`config.mk`:
```
export PLATFORM = sky130hd
export DESIGN_NAME = bit_flag_instr_exec
export DESIGN_NICKNAME = d
export VERILOG_FILES = /design/src/rtl/bitexec_pkg.sv /design/src/rtl/bit_flag_instr_exec.sv
export SDC_FILE = /design/constraint.sdc
export NUM_CORES = 2
export LEC_CHECK = 0
export BUFFER_PORTS_ARGS = -buffer_cell sky130_fd_sc_hd__buf_2
export CORE_MARGIN = 3
export CORE_UTILIZATION = 35
export CTS_CLUSTER_SIZE = 25
export DETAILED_ROUTE_END_ITERATION = 8
export GPL_TIMING_DRIVEN = 0
export SLEW_MARGIN = 20
export SYNTH_ARGS = -nofsm -noshare
export SYNTH_HDL_FRONTEND = slang
export SYNTH_SLANG_ARGS = --single-unit
```
`constraint.sdc`:
```
create_clock -name clk_i -period 3.3 [get_ports clk_i]
set_input_delay 0.165 -clock clk_i [delete_from_list [all_inputs] [get_ports clk_i]]
set_output_delay 0.165 -clock clk_i [all_outputs]
set_load 0.01 [all_outputs]
```
`src/rtl/bitexec_pkg.sv`:
```
// Purpose: constants, op codes and bus carriers of the bit/flag executor
// Assumes: 32-bit AHB-Lite register bus, 10 MHz core clock
// Notes: flag positions follow the usual status_register layout
`default_nettype none
package bitexec_pkg;
    // register byte offsets
    localparam logic [7:0] A_CMD = 8'h00;
    localparam logic [7:0] A_FLAGS = 8'h04;
    localparam logic [7:0] A_STATE = 8'h08;
    localparam logic [7:0] A_SEL = 8'h0c;
    localparam logic [7:0] A_WREG = 8'h10;
    localparam logic [7:0] A_IOREG = 8'h14;
    // command word fields
    localparam int CMD_OP_LSB = 0;
    localparam int CMD_REG_LSB = 8;
    localparam int CMD_BIT_LSB = 16;
    localparam int CMD_IO_LSB = 24;
    // state and select register fields
    localparam int ST_BUSY_BIT = 0;
    localparam int ST_OVR_BIT = 1;
    localparam int ST_WDOG_LSB = 8;
    localparam int SEL_IO_LSB = 8;
    // status_register bit positions
    localparam int FLAG_C = 0;
    localparam int FLAG_Z = 1;
    localparam int FLAG_N = 2;
    localparam int FLAG_V = 3;
    localparam int FLAG_S = 4;
    localparam int FLAG_H = 5;
    localparam int FLAG_T = 6;
    localparam int FLAG_I = 7;
    localparam logic [7:0] FLAGS_RST = 8'h00;
    // execution lengths in core cycles, and the AHB NONSEQ transfer code
    localparam logic [1:0] CYC_ONE = 2'h1;
    localparam logic [1:0] CYC_IO = 2'h2;
    localparam logic [1:0] CYC_SLEEP = 2'h3;
    localparam logic [1:0] HTRANS_NONSEQ = 2'h2;

    typedef enum logic [4:0] {
        nop_op, bit_store_op, bit_load_op, io_bit_set_op, io_bit_clear_op,
        rotate_left_carry_op, rotate_right_carry_op,
        overflow_set_op, overflow_clear_op, half_carry_set_op,
        half_carry_clear_op, signed_flag_set_op, signed_flag_clear_op,
        carry_set_op, carry_clear_op, negative_set_op, negative_clear_op,
        zero_set_op, zero_clear_op, transfer_set_op, transfer_clear_op,
        int_enable_op, int_disable_op, sleep_op, watchdog_restart_op
    } op_e;

    typedef enum logic {st_idle, st_exec} exec_e;

    typedef struct packed {
        logic hsel;
        logic [31:0] haddr;
        logic [1:0] htrans;
        logic hwrite;
        logic [2:0] hsize;
        logic [31:0] hwdata;
        logic hready;
    } ahb_in_s;

    typedef struct packed {
        logic [31:0] hrdata;
        logic hreadyout;
        logic hresp;
    } ahb_out_s;
endpackage
`default_nettype wire

```
`src/rtl/bit_flag_instr_exec.sv`:
```
// Purpose: executes bit transfer, I/O bit, rotate, flag, sleep and
//          watchdog-restart operations issued through the command register
// Assumes: bus master on the same clock; single word transfers only
// Notes: the working and I/O register files live here as flip-flops
//
// The implementer's own choices: the AHB-Lite slave port and the register offsets.
`timescale 1ns/1ns
`default_nettype none
module bit_flag_instr_exec #(
    parameter int NUM_WREGS = 32,
    parameter int NUM_IOREGS = 32
) (
    // clock and reset
    input wire logic clk_i,
    input wire logic rst_b_i,
    // register bus
    input wire bitexec_pkg::ahb_in_s bus_i,
    output bitexec_pkg::ahb_out_s bus_o,
    // core side events
    output logic busy_o,
    output logic sleep_req_o,
    output logic wdog_restart_o,
    output logic [7:0] status_o
);
    localparam int WIDX = $clog2(NUM_WREGS);
    localparam int PIDX = $clog2(NUM_IOREGS);

    typedef struct packed {
        bitexec_pkg::exec_e st;
        logic [1:0] cnt;
        bitexec_pkg::op_e op;
        logic [WIDX-1:0] ridx;
        logic [2:0] bsel;
        logic [PIDX-1:0] pidx;
        logic [7:0] flags;
        logic [NUM_WREGS-1:0][7:0] wreg;
        logic [NUM_IOREGS-1:0][7:0] ioreg;
        logic [WIDX-1:0] sel_w;
        logic [PIDX-1:0] sel_io;
        logic [7:0] wdog_cnt;
        logic overrun;
        logic busy;
        logic sleep_pulse;
        logic wdog_pulse;
        logic ap_valid;
        logic ap_write;
        logic [7:0] ap_addr;
        logic rd_pend;
        logic [31:0] hrdata;
        logic hready;
        logic [31:0] last_cmd;
    } state_s;

    state_s s_reg;
    state_s s_next;

    // length of each operation in core cycles
    function automatic logic [1:0] op_cycles(input bitexec_pkg::op_e op);
        case (op)
            bitexec_pkg::io_bit_set_op: op_cycles = bitexec_pkg::CYC_IO;
            bitexec_pkg::io_bit_clear_op: op_cycles = bitexec_pkg::CYC_IO;
            bitexec_pkg::sleep_op: op_cycles = bitexec_pkg::CYC_SLEEP;
            default: op_cycles = bitexec_pkg::CYC_ONE;
        endcase
    endfunction

    // next state: bus writes first, then execution, so a completing
    // operation wins over a software write to the same flag or register
    always_comb begin
        logic [7:0] w;
        logic [7:0] res;
        logic [31:0] rd;
        logic [31:0] wd;
        w = s_reg.wreg[s_reg.ridx];
        res = 8'h00;
        rd = 32'h0000_0000;
        wd = bus_i.hwdata;
        s_next = s_reg;
        s_next.sleep_pulse = 1'b0;
        s_next.wdog_pulse = 1'b0;
        // write data phase
        if (s_reg.ap_valid && s_reg.ap_write) begin
            case (s_reg.ap_addr)
                bitexec_pkg::A_CMD: begin
                    // a command while busy is dropped and flagged
                    if (s_reg.st == bitexec_pkg::st_idle) begin
                        s_next.op = bitexec_pkg::op_e'(
                            wd[bitexec_pkg::CMD_OP_LSB +: 5]);
                        s_next.ridx = wd[bitexec_pkg::CMD_REG_LSB +: WIDX];
                        s_next.bsel = wd[bitexec_pkg::CMD_BIT_LSB +: 3];
                        s_next.pidx = wd[bitexec_pkg::CMD_IO_LSB +: PIDX];
                        s_next.cnt = op_cycles(s_next.op);
                        s_next.st = bitexec_pkg::st_exec;
                        s_next.last_cmd = wd;
                    end else begin
                        s_next.overrun = 1'b1;
                    end
                end
                bitexec_pkg::A_FLAGS: s_next.flags = wd[7:0];
                bitexec_pkg::A_STATE: begin
                    if (wd[bitexec_pkg::ST_OVR_BIT]) begin
                        s_next.overrun = 1'b0;
                    end
                end
                bitexec_pkg::A_SEL: begin
                    s_next.sel_w = wd[WIDX-1:0];
                    s_next.sel_io = wd[bitexec_pkg::SEL_IO_LSB +: PIDX];
                end
                bitexec_pkg::A_WREG: s_next.wreg[s_reg.sel_w] = wd[7:0];
                bitexec_pkg::A_IOREG: s_next.ioreg[s_reg.sel_io] = wd[7:0];
                default: ;
            endcase
        end
        // execution; effects land on the last busy cycle
        if (s_reg.st == bitexec_pkg::st_exec) begin
            if (s_reg.cnt == 2'h1) begin
                s_next.st = bitexec_pkg::st_idle;
                case (s_reg.op)
                    bitexec_pkg::bit_store_op:
                        s_next.flags[bitexec_pkg::FLAG_T] = w[s_reg.bsel];
                    bitexec_pkg::bit_load_op:
                        s_next.wreg[s_reg.ridx][s_reg.bsel] =
                            s_reg.flags[bitexec_pkg::FLAG_T];
                    bitexec_pkg::io_bit_set_op:
                        s_next.ioreg[s_reg.pidx][s_reg.bsel] = 1'b1;
                    bitexec_pkg::io_bit_clear_op:
                        s_next.ioreg[s_reg.pidx][s_reg.bsel] = 1'b0;
                    bitexec_pkg::rotate_left_carry_op,
                    bitexec_pkg::rotate_right_carry_op: begin
                        if (s_reg.op == bitexec_pkg::rotate_left_carry_op) begin
                            res = {w[6:0], s_reg.flags[bitexec_pkg::FLAG_C]};
                            s_next.flags[bitexec_pkg::FLAG_C] = w[7];
                        end else begin
                            res = {s_reg.flags[bitexec_pkg::FLAG_C], w[7:1]};
                            s_next.flags[bitexec_pkg::FLAG_C] = w[0];
                        end
                        s_next.wreg[s_reg.ridx] = res;
                        s_next.flags[bitexec_pkg::FLAG_Z] = (res == 8'h00);
                        s_next.flags[bitexec_pkg::FLAG_N] = res[7];
                        // overflow is negative xor the new carry
                        s_next.flags[bitexec_pkg::FLAG_V] =
                            res[7] ^ s_next.flags[bitexec_pkg::FLAG_C];
                    end
                    bitexec_pkg::overflow_set_op:
                        s_next.flags[bitexec_pkg::FLAG_V] = 1'b1;
                    bitexec_pkg::overflow_clear_op:
                        s_next.flags[bitexec_pkg::FLAG_V] = 1'b0;
                    bitexec_pkg::half_carry_set_op:
                        s_next.flags[bitexec_pkg::FLAG_H] = 1'b1;
                    bitexec_pkg::half_carry_clear_op:
                        s_next.flags[bitexec_pkg::FLAG_H] = 1'b0;
                    bitexec_pkg::signed_flag_set_op:
                        s_next.flags[bitexec_pkg::FLAG_S] = 1'b1;
                    bitexec_pkg::signed_flag_clear_op:
                        s_next.flags[bitexec_pkg::FLAG_S] = 1'b0;
                    bitexec_pkg::carry_set_op:
                        s_next.flags[bitexec_pkg::FLAG_C] = 1'b1;
                    bitexec_pkg::carry_clear_op:
                        s_next.flags[bitexec_pkg::FLAG_C] = 1'b0;
                    bitexec_pkg::negative_set_op:
                        s_next.flags[bitexec_pkg::FLAG_N] = 1'b1;
                    bitexec_pkg::negative_clear_op:
                        s_next.flags[bitexec_pkg::FLAG_N] = 1'b0;
                    bitexec_pkg::zero_set_op:
                        s_next.flags[bitexec_pkg::FLAG_Z] = 1'b1;
                    bitexec_pkg::zero_clear_op:
                        s_next.flags[bitexec_pkg::FLAG_Z] = 1'b0;
                    bitexec_pkg::transfer_set_op:
                        s_next.flags[bitexec_pkg::FLAG_T] = 1'b1;
                    bitexec_pkg::transfer_clear_op:
                        s_next.flags[bitexec_pkg::FLAG_T] = 1'b0;
                    bitexec_pkg::int_enable_op:
                        s_next.flags[bitexec_pkg::FLAG_I] = 1'b1;
                    bitexec_pkg::int_disable_op:
                        s_next.flags[bitexec_pkg::FLAG_I] = 1'b0;
                    bitexec_pkg::sleep_op:
                        s_next.sleep_pulse = 1'b1;
                    bitexec_pkg::watchdog_restart_op: begin
                        s_next.wdog_pulse = 1'b1;
                        s_next.wdog_cnt = s_reg.wdog_cnt + 8'h01;
                    end
                    default: ; // no-op and unknown codes
                endcase
            end else begin
                s_next.cnt = s_reg.cnt - 2'h1;
            end
        end
        s_next.busy = (s_next.st == bitexec_pkg::st_exec);
        // read data phase: one wait state so reads see settled writes
        s_next.hready = 1'b1;
        if (s_reg.rd_pend) begin
            case (s_reg.ap_addr)
                bitexec_pkg::A_CMD: rd = s_reg.last_cmd;
                bitexec_pkg::A_FLAGS: rd[7:0] = s_reg.flags;
                bitexec_pkg::A_STATE: begin
                    rd[bitexec_pkg::ST_BUSY_BIT] = s_reg.busy;
                    rd[bitexec_pkg::ST_OVR_BIT] = s_reg.overrun;
                    rd[bitexec_pkg::ST_WDOG_LSB +: 8] = s_reg.wdog_cnt;
                end
                bitexec_pkg::A_SEL: begin
                    rd[WIDX-1:0] = s_reg.sel_w;
                    rd[bitexec_pkg::SEL_IO_LSB +: PIDX] = s_reg.sel_io;
                end
                bitexec_pkg::A_WREG: rd[7:0] = s_reg.wreg[s_reg.sel_w];
                bitexec_pkg::A_IOREG: rd[7:0] = s_reg.ioreg[s_reg.sel_io];
                default: rd = 32'h0000_0000;
            endcase
            s_next.hrdata = rd;
            s_next.rd_pend = 1'b0;
        end
        // address phase capture
        s_next.ap_valid = bus_i.hsel && bus_i.hready &&
            (bus_i.htrans == bitexec_pkg::HTRANS_NONSEQ);
        s_next.ap_write = bus_i.hwrite;
        s_next.ap_addr = bus_i.haddr[7:0];
        if (s_next.ap_valid && !bus_i.hwrite) begin
            s_next.rd_pend = 1'b1;
            s_next.hready = 1'b0;
        end
    end

    // single state register
    always_ff @(posedge clk_i) begin
        if (!rst_b_i) begin
            s_reg <= '0;
            s_reg.flags <= bitexec_pkg::FLAGS_RST;
            s_reg.hready <= 1'b1;
        end else begin
            s_reg <= s_next;
        end
    end

    // outputs straight from state flops, except hresp which is tied low
    assign bus_o = '{hrdata: s_reg.hrdata, hreadyout: s_reg.hready,
                     hresp: 1'b0};
    assign busy_o = s_reg.busy;
    assign sleep_req_o = s_reg.sleep_pulse;
    assign wdog_restart_o = s_reg.wdog_pulse;
    assign status_o = s_reg.flags;

    // assertion helpers
    logic fire;
    logic quiet;
    logic [7:0] flags_q;
    logic [7:0] wsel;
    logic src_bit;
    logic io_bit;
    logic [7:0] rotl_res;
    logic [7:0] rotr_res;
    assign fire = (s_reg.st == bitexec_pkg::st_exec) && (s_reg.cnt == 2'h1);
    assign quiet = !(s_reg.ap_valid && s_reg.ap_write);
    assign flags_q = s_reg.flags;
    assign wsel = s_reg.wreg[s_reg.ridx];
    assign src_bit = wsel[s_reg.bsel];
    assign io_bit = s_reg.ioreg[s_reg.pidx][s_reg.bsel];
    assign rotl_res = {wsel[6:0], flags_q[bitexec_pkg::FLAG_C]};
    assign rotr_res = {flags_q[bitexec_pkg::FLAG_C], wsel[7:1]};
endmodule
`default_nettype wire

```
==> out/qor.yml <==
outcome: "complete, but fails checks"
violations: "design-rule violations, negative setup slack"
multi_input_area_um2: 26000
end_kind: "register"
tightest_slew_ps: 1300
hp-class: "input port to register"
async_flop_share_pct: 0
synth_warnings: 0
synthCells: 4830
start_kind: "register"
yosysSeqAreaShare_pct: 30.9
leakagePower_uw: 0.0172
io_buffer_count: 85
drive_gt1_share_pct: 16.4
cts_tree: "done"
die_area_um2: 119000
fin_nets: 5123
seqCellArea_um2: 12400
critical_path_arrival_ps: 4070
cts_root_buf: "clkbuf_16"
placed_area_um2: 42500
synth_ff_type: "dfxtp_1"
drt_wl_total_mm: 240
synth_nets: 4906
syn_area_um2: 40100
overflow: 0
cts_made_buffers: 76
rows: 123
max-cap-violations: 0
skew_ps: 23.8
grt_max_degree: 14
num_vias: 46100
antenna_found_initial: 15
die_y_um: 345
peakVddDrop_mv: 0.346
dpl.hpwl_mm: 176
clk_pin_slew_ps: 60
yosysUniqueCellTypes: 76
htreeDepth: 3
grt_pass1_vias: 42500
num-fill-cells: 11600
grt_pass1_wl_mm: 330
fmax_mhz: 288
period_needed_ps: 3470
grt_usage_pct: 39.0
post-route-period-util_pct: 105
postRouteAntennaNets: 0
relSlewSlack_pct: 13.1
drc: 3
setup_ws_ps: -172
yosys_register_bits: 620
hold_viol: 0
drt_iter0_drc: 8263
initial_core_util_pct: 35.5
required_ps: 3890
wl_per_cell_um: 36.3
layout_common_cells: "613 x dfxtp_1, 434 x a21oi_1, 419 x mux2i_1, 413 x nor2_1, 361 x nand2_1"
clk_latency_ps: 690
crit_fanout: 10
dp_slack_ps: -1610
layout_commonest_cell: "dfxtp_1"
clock-sinks: 620
place_congestion: 1.15
avgSynthCellArea_um2: 8.30
finalInstanceArea_um2: 46700
synth_edf_count: 0
core_um2: 113000
area_growth_pct: 16.5
drt-pass1-iter-count: 9
ctsLongestPathBuffers: 3
setup_viol: 147
crit_type: "register to register"
rsz0062_at_grt: "true"
via_per_inst: 6.96
maxSlewViolCount: 0
largest_reg_flops: 576
io_pins: 119
powerDensity_nw_per_um2: 364
die_w_um: 345
-- worst max-delay path, stage by stage (launching register included) --
cell and delay, ps:
dfxtp_1 460, nand2b_1 200, or4_1 450, clkbuf_1 250
o21ai_0 1010, clkbuf_1 650, o22ai_1 200, o22ai_1 170
-- final timing paths --
path	start	to	slack, ps	cells past startpoint
worst min register to register	s_reg[29]$_SDFFE_PN0P_	s_reg[29]$_SDFFE_PN0P_	460	2
worst max-delay path	s_reg[632]$_SDFFE_PN0P_	s_reg[454]$_SDFF_PN0_	-170	7
worst min-delay path	bus_i[4]	s_reg[365]$_SDFF_PN0_	90	4
worst max register to register	s_reg[632]$_SDFFE_PN0P_	s_reg[454]$_SDFF_PN0_	-170	7
-- synthesized netlist by cell type, drive strengths merged, types with 24 or more instances --
cell type,n,area [um^2]
or3,38,238
inv,29,109
clkbuf,401,1510
nand2,376,1410
o311a,73,731
o21ai,334,1670
a21oi,436,2180
nor2,440,1680
a21o,25,188
o21a,117,878
o221ai,33,289
a22oi,68,510
and2,25,156
nor4,29,218
nand4,24,180
nor3,162,843
nand3,70,350
mux4,130,2930
a211o,140,1230
mux2,82,995
dfxtp,620,12400
o22a,40,350
buf,154,865
o22ai,311,1950
nand2b,45,282
mux2i,453,4530
-- timing repair --
action,4_1_cts,5_1_grt
setup endpoints to repair,424,382
hold buffers,37,0
resized for setup,235,141
setup buffers,13,11
endpoints found under the hold margin,42,0
pin swaps,5,11
-- per-stage QoR --
| stage | TNS [ps] | hold WS, ps | cells | power (uW) | utilization [%] |
|---|---|---|---|---|---|
| after CTS | -86.1 | 59.0 | 6596 | 16900 | 40.9 |
| after global routing | -2560 | 120 | 6606 | 17200 | 41.3 |
| after global placement | -475010 | 386 | 6415 | 8290 | 37.5 |
| final | -6350 | 93.5 | 6615 | 17000 | 41.3 |
| after detailed placement | -303340 | 388 | 6421 | 8300 | 37.6 |
| after floorplan | 0 | 285 | 4830 | 7950 | - |
-- cell type report --
class | instances | area share [%]
multi-input combinational | 3626 | 55.6
sequential | 620 | 26.6
buffer | 542 | 5.90
clock buffer | 107 | 4.69
tap | 1500 | 4.02
timing repair buffer | 152 | 2.34
clock inverter | 29 | 0.618
inverter | 29 | 0.233
antenna | 10 | 0.0535
-- per-layer routing --
metal | GRT usage [%] | vias up | wire length (um) | share of wire [%]
met5 | 0.0408 | - | 119 | 0.050
met4 | 30.5 | 14 | 23700 | 9.9
met3 | 13.4 | 1247 | 32200 | 13
met2 | 56.1 | 3979 | 98500 | 41
met1 | 47.2 | 22300 | 85700 | 36
li1 | - | 18600 | - | -
-- cells by family (layout without fill, tap and decap cells) --
family	count (synthesis)	count (layout)	synth area share [%]
AOI/OAI and AO/OA	1652	1652	26.4
xor gates and xnor gates	11	11	0.240
adders and majority gates	2	2	0.0624
buffers and inverters	584	859	6.20
DFF	620	620	30.9
muxes	665	665	21.1
other	1	11	0.00935
and+or+nand+nor	1295	1295	15.0
-- report_power, final --
part / leakage (uW) / internal, uW / switching (uW)
registers: 0.00500 / 7490 / 8.71
logic: 0.0110 / 151 / 575
clock network: 0.00122 / 4960 / 3810
total: 0.0172 / 12600 / 4390
(Power assumes the default switching activity.)
